[src/uvfmc_pkg.sv]
package uvfmc_pkg;
	// register byte addresses
	localparam logic [15:0] UVFMC_ADDR_UVID_LO  = 16'h0328;
	localparam logic [15:0] UVFMC_ADDR_UVID_HI  = 16'h032b;
	localparam logic [15:0] UVFMC_ADDR_MAC0     = 16'h0330;
	localparam logic [15:0] UVFMC_ADDR_MAC1     = 16'h0331;
	// unknown vid control fields (32-bit register, four bytes)
	localparam int          UVFMC_UVID_EN_BIT   = 31;
	localparam int          UVFMC_UVID_HI_LSB   = 24;
	localparam int          UVFMC_PORTS         = 7;
	localparam logic [6:0]  UVFMC_UVID_MASK_RST = 7'h00;
	localparam logic        UVFMC_UVID_EN_RST   = 1'b0;
	// mac control 0 fields
	localparam int          UVFMC_MAC0_ALT_BIT  = 7;
	localparam int          UVFMC_MAC0_LEN_BIT  = 3;
	localparam int          UVFMC_MAC0_FCD_BIT  = 1;
	localparam int          UVFMC_MAC0_AGG_BIT  = 0;
	localparam logic [7:0]  UVFMC_MAC0_RST      = 8'h04;
	// mac control 1: only the no-excessive-collision-drop bit is kept here
	localparam int          UVFMC_MAC1_NECD_BIT = 3;
	localparam logic        UVFMC_MAC1_NECD_RST = 1'b0;
	// frame constants
	localparam logic [15:0] UVFMC_LEN_LIMIT     = 16'h05dc;
	localparam logic [15:0] UVFMC_ETYPE_PAUSE   = 16'h8808;
	localparam logic [47:0] UVFMC_DA_PAUSE      = 48'h0180c2000001;
	localparam logic [4:0]  UVFMC_COLL_LIMIT    = 5'h10;
	// forwarding class of a frame
	typedef enum logic [1:0] {
		UVFMC_CLS_NONE = 2'b00,
		UVFMC_CLS_UVID = 2'b01,
		UVFMC_CLS_UUC  = 2'b10,
		UVFMC_CLS_UMC  = 2'b11
	} uvfmc_cls_t;
endpackage

[src/uvfmc_regs.sv]
// Design decision made here: the address-and-strobe port.
`timescale 1ns/1ns
// Function
// - enable set: unknown-VID frames go to ports picked by the mask
// - enable clear (reset value): no mask forwarding for unknown-VID frames
// - mask one forwards to that port, zero blocks it
// - alternate back-off acts only on half-duplex ports
// - length check only for length field below 1500
// - length check on: drop frames whose real length mismatches field
// - drop mode set: drop if pause ethertype or pause address
// - drop mode clear: drop only if pause ethertype and pause address
// - aggressive back-off only on half-duplex ports when bit 0 set
// - no-excessive-collision-drop keeps frames after 16 collisions
// - unknown VID beats unknown unicast, which beats unknown multicast
module uvfmc_regs
	import uvfmc_pkg::*;
(
	// clock and reset
	input  wire logic        clk,
	input  wire logic        rst_n,
	// register port
	input  wire logic [15:0] reg_addr,
	input  wire logic [7:0]  reg_wdata,
	input  wire logic        reg_wr,
	input  wire logic        reg_rd,
	output logic      [7:0]  reg_rdata,
	// received frame classification, one cycle pulse per frame
	input  wire logic        rx_valid,
	input  wire logic        rx_unknown_vid,
	input  wire logic        rx_unknown_uc,
	input  wire logic        rx_unknown_mc,
	input  wire logic [6:0]  rx_uc_ports,
	input  wire logic [6:0]  rx_mc_ports,
	input  wire logic [15:0] rx_type_len,
	input  wire logic [15:0] rx_actual_len,
	input  wire logic [47:0] rx_da,
	// transmit collision status
	input  wire logic        tx_done,
	input  wire logic [4:0]  tx_collisions,
	input  wire logic [6:0]  port_half_duplex,
	// decisions
	output logic             fwd_valid,
	output logic      [6:0]  fwd_ports,
	output logic             fwd_drop,
	output logic      [1:0]  fwd_class,
	output logic             tx_coll_drop,
	output logic      [6:0]  alt_backoff_en,
	output logic      [6:0]  agg_backoff_en
);
	typedef struct packed {
		logic       uvid_en;
		logic [6:0] uvid_mask;
		logic [7:0] mac0;
		logic       necd;
		logic [7:0] rdata;
		logic       fwd_valid;
		logic [6:0] fwd_ports;
		logic       fwd_drop;
		logic [1:0] fwd_class;
		logic       coll_drop;
		logic [6:0] alt_en;
		logic [6:0] agg_en;
	} uvfmc_state_t;

	uvfmc_state_t st_q;
	uvfmc_state_t st_d;

	function automatic logic uvfmc_hit(input logic [15:0] a, input logic [15:0] b);
		return a == b;
	endfunction

	function automatic logic [7:0] uvfmc_read(input logic [15:0] a, input uvfmc_state_t s);
		logic [7:0] v;
		v = 8'h00;
		// little-endian bytes; bits 30:7 stay zero
		if (uvfmc_hit(a, UVFMC_ADDR_UVID_LO))
			v = {1'b0, s.uvid_mask};
		else if (uvfmc_hit(a, UVFMC_ADDR_UVID_HI))
			v = {s.uvid_en, 7'h00};
		else if (uvfmc_hit(a, UVFMC_ADDR_MAC0))
			v = s.mac0;
		else if (uvfmc_hit(a, UVFMC_ADDR_MAC1))
			v = {4'h0, s.necd, 3'h0};
		return v;
	endfunction

	logic       len_bad;
	logic       da_pause;
	logic       et_pause;
	logic       fc_drop;

	always_comb
	begin
		st_d = st_q;
		len_bad  = 1'b0;
		da_pause = 1'b0;
		et_pause = 1'b0;
		fc_drop  = 1'b0;
		// register writes; unmapped addresses are ignored and read zero
		if (reg_wr)
		begin
			if (uvfmc_hit(reg_addr, UVFMC_ADDR_UVID_LO))
				st_d.uvid_mask = reg_wdata[UVFMC_PORTS-1:0];
			if (uvfmc_hit(reg_addr, UVFMC_ADDR_UVID_HI))
				st_d.uvid_en = reg_wdata[UVFMC_UVID_EN_BIT-UVFMC_UVID_HI_LSB];
			if (uvfmc_hit(reg_addr, UVFMC_ADDR_MAC0))
				st_d.mac0 = reg_wdata;
			if (uvfmc_hit(reg_addr, UVFMC_ADDR_MAC1))
				st_d.necd = reg_wdata[UVFMC_MAC1_NECD_BIT];
		end
		st_d.rdata = reg_rd ? uvfmc_read(reg_addr, st_q) : 8'h00;

		// back-off enables gated per half-duplex port
		st_d.alt_en = port_half_duplex & {UVFMC_PORTS{st_q.mac0[UVFMC_MAC0_ALT_BIT]}};
		st_d.agg_en = port_half_duplex & {UVFMC_PORTS{st_q.mac0[UVFMC_MAC0_AGG_BIT]}};

		// excessive collisions: drop unless the keep option is set
		st_d.coll_drop = tx_done && (tx_collisions >= UVFMC_COLL_LIMIT)
			&& !st_q.necd;

		// frame filtering
		len_bad = st_q.mac0[UVFMC_MAC0_LEN_BIT]
			&& (rx_type_len < UVFMC_LEN_LIMIT)
			&& (rx_actual_len != rx_type_len);
		et_pause = rx_type_len == UVFMC_ETYPE_PAUSE;
		da_pause = rx_da == UVFMC_DA_PAUSE;
		fc_drop = st_q.mac0[UVFMC_MAC0_FCD_BIT] ? (et_pause || da_pause)
			: (et_pause && da_pause);

		st_d.fwd_valid = rx_valid;
		st_d.fwd_drop  = rx_valid && (len_bad || fc_drop);
		st_d.fwd_ports = 7'h00;
		st_d.fwd_class = UVFMC_CLS_NONE;
		if (rx_valid)
		begin
			// unknown vid first, then unicast, then multicast
			if (rx_unknown_vid)
			begin
				st_d.fwd_class = UVFMC_CLS_UVID;
				// disabled: no mask-based forwarding, no ports
				st_d.fwd_ports = st_q.uvid_en ? st_q.uvid_mask : 7'h00;
			end
			else if (rx_unknown_uc)
			begin
				st_d.fwd_class = UVFMC_CLS_UUC;
				st_d.fwd_ports = rx_uc_ports;
			end
			else if (rx_unknown_mc)
			begin
				st_d.fwd_class = UVFMC_CLS_UMC;
				st_d.fwd_ports = rx_mc_ports;
			end
		end
	end

	always_ff @(posedge clk or negedge rst_n)
	begin
		if (!rst_n)
		begin
			st_q           <= '0;
			st_q.uvid_en   <= UVFMC_UVID_EN_RST;
			st_q.uvid_mask <= UVFMC_UVID_MASK_RST;
			st_q.mac0      <= UVFMC_MAC0_RST;
			st_q.necd      <= UVFMC_MAC1_NECD_RST;
		end
		else
			st_q <= st_d;
	end

	assign reg_rdata      = st_q.rdata;
	assign fwd_valid      = st_q.fwd_valid;
	assign fwd_ports      = st_q.fwd_ports;
	assign fwd_drop       = st_q.fwd_drop;
	assign fwd_class      = st_q.fwd_class;
	assign tx_coll_drop   = st_q.coll_drop;
	assign alt_backoff_en = st_q.alt_en;
	assign agg_backoff_en = st_q.agg_en;

	// register port: storage, read-back and idle level of the read data
	a_mask_bit_map: assert property (@(posedge clk) disable iff (!rst_n)
		reg_wr && reg_addr == UVFMC_ADDR_UVID_LO
		|=> st_q.uvid_mask == $past(reg_wdata[UVFMC_PORTS-1:0])) else $error("mask write lost");

	a_mask_hold: assert property (@(posedge clk) disable iff (!rst_n)
		!(reg_wr && reg_addr == UVFMC_ADDR_UVID_LO)
		|=> $stable(st_q.uvid_mask)) else $error("mask changed without write");

	a_mask_read: assert property (@(posedge clk) disable iff (!rst_n)
		reg_rd && reg_addr == UVFMC_ADDR_UVID_LO
		|=> reg_rdata[UVFMC_PORTS-1:0] == $past(st_q.uvid_mask)) else $error("mask read wrong");

	a_en_write: assert property (@(posedge clk) disable iff (!rst_n)
		reg_wr && reg_addr == UVFMC_ADDR_UVID_HI
		|=> st_q.uvid_en == $past(reg_wdata[UVFMC_UVID_EN_BIT-UVFMC_UVID_HI_LSB]))
		else $error("enable write lost");

	a_rsvd_zero: assert property (@(posedge clk) disable iff (!rst_n)
		reg_rd && reg_addr == UVFMC_ADDR_UVID_LO
		|=> !reg_rdata[UVFMC_PORTS]) else $error("reserved bit nonzero");

	a_rsvd_hi_zero: assert property (@(posedge clk) disable iff (!rst_n)
		reg_rd && reg_addr == UVFMC_ADDR_UVID_HI
		|=> reg_rdata[UVFMC_PORTS-1:0] == 7'h00) else $error("reserved high bits nonzero");

	a_rsvd_mid_zero: assert property (@(posedge clk) disable iff (!rst_n)
		reg_rd && reg_addr > UVFMC_ADDR_UVID_LO && reg_addr < UVFMC_ADDR_UVID_HI
		|=> reg_rdata == 8'h00) else $error("reserved middle bytes nonzero");

	a_rdata_idle: assert property (@(posedge clk) disable iff (!rst_n)
		!reg_rd |=> reg_rdata == 8'h00) else $error("read data without strobe");

	a_mac0_write: assert property (@(posedge clk) disable iff (!rst_n)
		reg_wr && reg_addr == UVFMC_ADDR_MAC0
		|=> st_q.mac0 == $past(reg_wdata)) else $error("mac control write lost");

	a_necd_write: assert property (@(posedge clk) disable iff (!rst_n)
		reg_wr && reg_addr == UVFMC_ADDR_MAC1
		|=> st_q.necd == $past(reg_wdata[UVFMC_MAC1_NECD_BIT])) else $error("keep bit lost");

	// frame path: port choice and precedence
	a_uvid_fwd_mask: assert property (@(posedge clk) disable iff (!rst_n)
		rx_valid && rx_unknown_vid && st_q.uvid_en && !reg_wr
		|=> fwd_ports == $past(st_q.uvid_mask)) else $error("mask not used");

	a_uvid_fwd_off: assert property (@(posedge clk) disable iff (!rst_n)
		rx_valid && rx_unknown_vid && !st_q.uvid_en
		|=> fwd_ports == 7'h00) else $error("disabled forward leaked");

	a_mask_flood: assert property (@(posedge clk) disable iff (!rst_n)
		rx_valid && rx_unknown_vid && st_q.uvid_en && st_q.uvid_mask == {UVFMC_PORTS{1'b1}}
		|=> fwd_ports == {UVFMC_PORTS{1'b1}}) else $error("flood mask not applied");

	a_mask_none: assert property (@(posedge clk) disable iff (!rst_n)
		rx_valid && rx_unknown_vid && st_q.uvid_mask == 7'h00
		|=> fwd_ports == 7'h00) else $error("empty mask forwarded");

	a_prio_uvid: assert property (@(posedge clk) disable iff (!rst_n)
		rx_valid && rx_unknown_vid |=> fwd_class == UVFMC_CLS_UVID)
		else $error("vid precedence broken");

	a_prio_uc: assert property (@(posedge clk) disable iff (!rst_n)
		rx_valid && !rx_unknown_vid && rx_unknown_uc && rx_unknown_mc
		|=> fwd_class == UVFMC_CLS_UUC) else $error("unicast precedence broken");

	a_uc_ports: assert property (@(posedge clk) disable iff (!rst_n)
		rx_valid && !rx_unknown_vid && rx_unknown_uc
		|=> fwd_ports == $past(rx_uc_ports)) else $error("unicast ports wrong");

	a_prio_mc: assert property (@(posedge clk) disable iff (!rst_n)
		rx_valid && !rx_unknown_vid && !rx_unknown_uc && rx_unknown_mc
		|=> fwd_class == UVFMC_CLS_UMC && fwd_ports == $past(rx_mc_ports))
		else $error("multicast handling wrong");

	a_class_none: assert property (@(posedge clk) disable iff (!rst_n)
		rx_valid && !rx_unknown_vid && !rx_unknown_uc && !rx_unknown_mc
		|=> fwd_class == UVFMC_CLS_NONE && fwd_ports == 7'h00) else $error("known frame classed");

	a_fwd_pulse: assert property (@(posedge clk) disable iff (!rst_n)
		rx_valid |=> fwd_valid) else $error("decision missing");

	a_fwd_idle: assert property (@(posedge clk) disable iff (!rst_n)
		!rx_valid |=> !fwd_valid && !fwd_drop && fwd_ports == 7'h00
		&& fwd_class == UVFMC_CLS_NONE) else $error("decision without frame");

	// frame path: length check and flow-control drops
	a_len_skip: assert property (@(posedge clk) disable iff (!rst_n)
		rx_valid && rx_type_len >= UVFMC_LEN_LIMIT && rx_type_len != UVFMC_ETYPE_PAUSE
		&& rx_da != UVFMC_DA_PAUSE |=> !fwd_drop) else $error("long frame dropped");

	a_len_drop: assert property (@(posedge clk) disable iff (!rst_n)
		rx_valid && st_q.mac0[UVFMC_MAC0_LEN_BIT] && rx_type_len < UVFMC_LEN_LIMIT
		&& rx_actual_len != rx_type_len |=> fwd_drop) else $error("bad length kept");

	a_len_off: assert property (@(posedge clk) disable iff (!rst_n)
		rx_valid && !st_q.mac0[UVFMC_MAC0_LEN_BIT] && rx_type_len != UVFMC_ETYPE_PAUSE
		&& rx_da != UVFMC_DA_PAUSE |=> !fwd_drop) else $error("length checked while off");

	a_len_match: assert property (@(posedge clk) disable iff (!rst_n)
		rx_valid && rx_actual_len == rx_type_len && rx_type_len != UVFMC_ETYPE_PAUSE
		&& rx_da != UVFMC_DA_PAUSE |=> !fwd_drop) else $error("good length dropped");

	a_fc_or: assert property (@(posedge clk) disable iff (!rst_n)
		rx_valid && st_q.mac0[UVFMC_MAC0_FCD_BIT] && rx_da == UVFMC_DA_PAUSE
		|=> fwd_drop) else $error("pause da not dropped");

	a_fc_or_et: assert property (@(posedge clk) disable iff (!rst_n)
		rx_valid && st_q.mac0[UVFMC_MAC0_FCD_BIT] && rx_type_len == UVFMC_ETYPE_PAUSE
		|=> fwd_drop) else $error("pause type not dropped");

	a_fc_and: assert property (@(posedge clk) disable iff (!rst_n)
		rx_valid && !st_q.mac0[UVFMC_MAC0_FCD_BIT] && !st_q.mac0[UVFMC_MAC0_LEN_BIT]
		&& rx_da == UVFMC_DA_PAUSE && rx_type_len != UVFMC_ETYPE_PAUSE
		|=> !fwd_drop) else $error("and mode dropped");

	a_fc_and_et: assert property (@(posedge clk) disable iff (!rst_n)
		rx_valid && !st_q.mac0[UVFMC_MAC0_FCD_BIT] && rx_type_len == UVFMC_ETYPE_PAUSE
		&& rx_da != UVFMC_DA_PAUSE |=> !fwd_drop) else $error("and mode dropped type");

	a_fc_and_both: assert property (@(posedge clk) disable iff (!rst_n)
		rx_valid && rx_type_len == UVFMC_ETYPE_PAUSE && rx_da == UVFMC_DA_PAUSE
		|=> fwd_drop) else $error("full pause frame kept");

	// back-off enables per half-duplex port
	a_full_dup_alt: assert property (@(posedge clk) disable iff (!rst_n)
		!port_half_duplex[0] |=> !alt_backoff_en[0] && !agg_backoff_en[0])
		else $error("backoff in full duplex");

	a_alt_enable: assert property (@(posedge clk) disable iff (!rst_n)
		port_half_duplex[0] && st_q.mac0[UVFMC_MAC0_ALT_BIT] |=> alt_backoff_en[0])
		else $error("alternate backoff missing");

	a_alt_off: assert property (@(posedge clk) disable iff (!rst_n)
		!st_q.mac0[UVFMC_MAC0_ALT_BIT] |=> alt_backoff_en == 7'h00)
		else $error("alternate backoff while off");

	a_agg_enable: assert property (@(posedge clk) disable iff (!rst_n)
		port_half_duplex[0] && st_q.mac0[UVFMC_MAC0_AGG_BIT] |=> agg_backoff_en[0])
		else $error("aggressive backoff missing");

	a_agg_off: assert property (@(posedge clk) disable iff (!rst_n)
		!st_q.mac0[UVFMC_MAC0_AGG_BIT] |=> agg_backoff_en == 7'h00)
		else $error("aggressive backoff while off");

	// excessive collisions
	a_coll_keep: assert property (@(posedge clk) disable iff (!rst_n)
		tx_done && tx_collisions >= UVFMC_COLL_LIMIT |=> tx_coll_drop == !$past(st_q.necd))
		else $error("collision drop wrong");

	a_coll_low: assert property (@(posedge clk) disable iff (!rst_n)
		tx_done && tx_collisions < UVFMC_COLL_LIMIT |=> !tx_coll_drop)
		else $error("drop below collision limit");

	a_coll_idle: assert property (@(posedge clk) disable iff (!rst_n)
		!tx_done |=> !tx_coll_drop) else $error("drop without attempt");

	// main scenarios reached
	c_uvid_fwd: cover property (@(posedge clk) rx_valid && rx_unknown_vid && st_q.uvid_en);
	c_fc_drop: cover property (@(posedge clk) rx_valid && fc_drop);
	c_len_drop: cover property (@(posedge clk) rx_valid && len_bad);
	c_coll_keep: cover property (@(posedge clk) tx_done && tx_collisions >= UVFMC_COLL_LIMIT
		&& st_q.necd);
	c_prio_vid_uc: cover property (@(posedge clk) rx_valid && rx_unknown_vid && rx_unknown_uc);
endmodule

[config.mk]
export PLATFORM = sky130hd
export DESIGN_NAME = uvfmc_regs
export DESIGN_NICKNAME = d
export VERILOG_FILES = /design/src/uvfmc_pkg.sv /design/src/uvfmc_regs.sv
export SDC_FILE = /design/constraint.sdc
export NUM_CORES = 1
export LEC_CHECK = 0
export ABC_AREA = 1
export BUFFER_PORTS_ARGS = -buffer_cell sky130_fd_sc_hd__buf_4
export CORE_UTILIZATION = 35
export CTS_BUF_LIST = sky130_fd_sc_hd__clkbuf_16
export DETAILED_ROUTE_END_ITERATION = 8
export GPL_TIMING_DRIVEN = 0
export PLACE_DENSITY = 0.67
export SETUP_SLACK_MARGIN = 0.3
export SLEW_MARGIN = 0
export SYNTH_ARGS = -nofsm -noshare
export SYNTH_HDL_FRONTEND = slang
export SYNTH_SLANG_ARGS = --single-unit
export TNS_END_PERCENT = 50
[constraint.sdc]
create_clock -name clk -period 1.29 [get_ports clk]
set_input_delay 0.0645 -clock clk [delete_from_list [all_inputs] [get_ports clk]]
set_output_delay 0.0645 -clock clk [all_outputs]
set_load 0.02 [all_outputs]
### Word level (Yosys, flattened, before mapping)

Cells that the tools add are included.

* equality and inequality tests: 7
* bitwise operators: 2
* reduce and logical (&&, ||, !) cells: 13
* multiplexer cells: 15
* order comparisons: 2

Operators with widths (count)
* $eq A16 B10 Y1 const B: 4
* $eq A48 B41 Y1 const B: 1
* $mux W7: 5
* $mux W8: 4
* $eq A16 B16 Y1 const B: 1
* $lt A16 B11 Y1 const B: 1
* $ne A16 B16 Y1: 1
* $and A7 B7 Y7: 2
* $mux W2: 4
* $reduce_and A2 Y1: 4
* $logic_and A1 B1 Y1: 6
* $ge A5 B5 Y1 const B: 1
* $mux W4: 1
* $logic_or A1 B1 Y1: 2
* $logic_not A1 Y1: 1
* $mux W1: 1

* output and inout port bits: 34
* flip-flop bits (word level): 51
* logic and storage cells: 51

### Depth between registers and ports, before layout

* depth in word-level cells: 6
* mapped depth: 12

### Least setup slack after synthesis

OpenSTA, ideal clock, no wires.

* path kind: input to register
* start point: input reg_addr[15]
* end point: register st_q[46] (netlist bit)
* arrival time: 937 ps
* path buffers: 1
* cell stages on the path: 11
* slack: 234 ps
* library setup time: 119 ps
* path through: nor2_1 -> nand2_1 -> nor2_4 -> nand2_2 -> inv_2 -> nand2_4 -> inv_6 -> nand2_4 -> buf_6 -> nand2_1 -> o21ai_2

* word-level cells in the longest chain between the ends: 2

Ends and longest elaborated chain
* start: declaration: RTL line uvfmc_regs.sv:22 `input wire logic [15:0] reg_addr,`
* $eq A16 B10 Y1: RTL line uvfmc_regs.sv:69 `return a == b;`
* $reduce_and A2 Y1 (no line)
* end signal: assignment: RTL line uvfmc_regs.sv:167 `st_q <= st_d;`
* end: declaration: RTL line uvfmc_regs.sv:65 `uvfmc_state_t st_q;`

Every way passes these cells.
A chain may end at the register's enable or synchronous reset.

### Worst setup path after layout

* start point: register st_q, in the netlist reg_rdata[4]
* end point: output reg_rdata[4]

RTL lines
* end: declaration: RTL line uvfmc_regs.sv:26 `output logic [7:0] reg_rdata,`

No word-level cell between the ends.

==> results.toml <==
[placement]
dp_hpwl_microns = 6360
dp_slack_ns = -0.0145
gp_congestion = 0.796
io_buffer_count = 165

[power_and_ir_drop]
ir_drop_mv = 0.544
p_leak_uw = 0.00286
report.power.total_uw = 3550
p_per_area_mw_per_mm2 = 727

[worst_setup_path]
critPathCaptureType = "output pin"
path_max_fanout = 1
worstSetupPathType = "reg2out"
crit_top_cell = "buf_4"
worst_path_largest_cell_delay_ns = 0.37
arrival_ns = 0.92
cp-start-kind = "flip-flop"
crit_path_top_delay_cell = "dfrtp_1"
cp.required_ns = 1.23
cp_num_buf_inv = 2
cp_top_family = "flip-flops"
crit_chain = "buf_4 -> buf_4"

[global_route]
grt_start_max_net_pins = 52
first_global_vias = 3080
grt_pass1_wl_microns = 12600
antenna_found_initial = 0
grt.total_usage_pct = 17.6
globalRouteOverflowTotal = 0

[yosys]
netlist.area_leader.share_pct = 40.5
synth_cells = 442
syn-mean-instance-area_sq_um = 6.98
synth_top_cell_by_area = "dfrtp_1"
syn_nets = 581
yosysWarnings = 0
synth_seq_cells = 51
syn_area_sq_mm = 0.00309
ys_types = 25
ys_seq_area_share_pct = 41.4
synth_area_leaders = "dfrtp_1 41%, nand2_1 16%, inv_1 8.5%, nor2_1 8.5%, buf_4 7.5%"

[layout]
antenna_cells = 0
multiInputGateArea_sq_mm = 0.00134
regArea_sq_mm = 0.00128
utilization_pct = 58.3
nFillCells = 811
final_nets = 768
drive_gt1_share_pct = 41.1
area_growth_pct = 58.3

[timing]
fin_ws_ns = 0.307
finClkSkew_ns = 0.00160
timing.final.hold_violations = 0
worstMarginPinSlew_ns = 0.631
rsz0062_at_grt = "yes"
fin_crit_sh_pct = 76.2
drv_slew = 0
final.min_clock_period_ns = 0.983
hold_ws_ns = 0.000401
finalSetupViolations = 0
max_clock_freq_mhz = 1020
slew_headroom_pct = 57.9

[detailed_routing]
final_antenna_net_count = 0
first_iter_violations = 110
wl_microns = 8110
wl_per_cell_microns = 11.0
via_per_inst = 4.35
dr_total_vias = 3199
drc = 0
first_pass_iters = 4

[die]
dieArea_sq_mm = 0.00920
core_area_sq_mm = 0.00838
rows = 33
fp.dieW_microns = 95.9
ios = 173
initial_core_util_pct = 36.8
fp.dieH_microns = 95.9

[status]
status = "finished, final reports clean"

[clock_tree]
clockBufferDepth = 2
clock_sinks = 51
htreeDepth = 2
cts_tree = "built"
clock-root-buffer = "clkbuf_16"
cts_buffers = 5
clk_latency_ns = 0.28
clkTransAtPathRegs_ns = 0.06

[flow_run]
drv_cap = 0

[min_path]
hold_path.class = "in2reg"
==> cell type report <==
class / count / share of cell area (%)
Multi-Input combinational cell: 278 / 27.4
Inverter: 73 / 5.86
Clock buffer: 5 / 2.56
Timing Repair Buffer: 180 / 28.7
Tap cell: 105 / 2.69
Clock inverter: 3 / 0.256
Sequential cell: 51 / 26.1
Buffer: 40 / 6.43
==> path summary, 6_finish.rpt <==
path,from,endpoint,slack [ns],cells past startpoint
worst max register to register,st_q[50]$_DFFE_PN0P_,fwd_ports[3]$_DFF_PN0_,0.33,5
worst min register to register,st_q[34]$_DFFE_PN0P_,tx_coll_drop$_DFF_PN0_,0.48,1
min in group asynchronous,rst_n,fwd_valid$_DFF_PN0_,0.35,2
max in group asynchronous,rst_n,fwd_ports[2]$_DFF_PN0_,0.52,2
worst min-delay path,tx_done,tx_coll_drop$_DFF_PN0_,0.0004,3
worst max-delay path,reg_rdata[4]$_DFF_PN0_,reg_rdata[4],0.31,2
==> Yosys cell counts <==
cell type,n
clkbuf_1,6
xor2_1,2
buf_6,2
nor2_4,1
dfrtp_1,50
inv_1,70
nor2_1,70
nand2_4,3
dfstp_2,1
a21oi_1,30
o21ai_2,15
nand2_1,129
nor3_1,3
nor3b_1,1
o21ai_0,3
or2_1,1
buf_4,31
clkinv_2,1
inv_6,1
nand3_1,11
buf_1,1
nand4_1,7
nand2_2,1
inv_2,1
o21bai_1,1
==> logic make-up after synthesis <==
family | after synthesis | synth area share, %
xor gates and xnor gates | 2 | 0.568
buffers and inverters | 113 | 18.2
AOI/OAI and AO/OA | 49 | 9.85
DFF | 51 | 41.4
and+or+nand+nor | 227 | 30.0
==> registers in the layout, indices dropped and copies added (netlist names) <==
signal	flops
tx_coll_drop	1
st_q	17
fwd_ports	7
alt_backoff_en	7
agg_backoff_en	7
fwd_class	2
fwd_valid	1
reg_rdata	8
fwd_drop	1
==> where the power goes <==
| part | internal (uW) | total (uW) | switching [uW] | leakage, uW |
|---|---|---|---|---|
| logic | 395 | 697 | 303 | 0.00208 |
| registers | 1620 | 1620 | 5.24 | 0.000699 |
| clock network | 701 | 1230 | 530 | 0.0000762 |
==> worst min-delay path, stage by stage <==
cell and delay, ns:
buf_4 0.10, nand2_1 0.05, nor2_1 0.03
==> what timing repair did <==
action                                 in CTS  in global routing
setup endpoints to repair                  18                 56
cloned                                      0                  1
endpoints found under the hold margin      65                  0
setup buffers                               1                  4
pin swaps                                   0                  4
gates resized for setup                     3                 26
hold buffers                                9                  0
==> layout by cell type (no fill, tap or decap), types with 2 or more instances in the layout <==
cell type	n
a21oi_1	27
a21oi_2	3
buf_4	196
buf_6	6
clkbuf_1	4
clkbuf_16	6
dfrtp_1	50
dlygate4sd3_1	9
inv_1	71
inv_2	2
nand2_1	120
nand2_2	10
nand2_4	2
nand3_1	10
nand4_1	7
nor2_1	63
nor2_2	3
nor2_4	5
nor3_1	3
o21ai_0	3
o21ai_2	15
xor2_1	2
==> through the flow <==
| stage | cells | TNS (ns) | area, sq um |
|---|---|---|---|
| 2_1_floorplan | 442 | 0 | 3140 |
| 3_3_place_gp | 712 | 0 | 4510 |
| 3_5_place_dp | 712 | -0.0376 | 4510 |
| 4_1_cts | 730 | 0 | 4750 |
| 5_1_grt | 735 | 0 | 4890 |
| 6_report | 735 | 0 | 4890 |
==> metal layers <==
layer  track usage (%)  vias to the layer above  wire [microns]
li1                  -                     1676               -
met1              19.6                     1423            3260
met2              33.3                       90            4220
met3              3.16                       10             488
met4              5.85                        0             136
met5                 0                        -               0
Note: power is estimated with default switching activity, not from simulation.
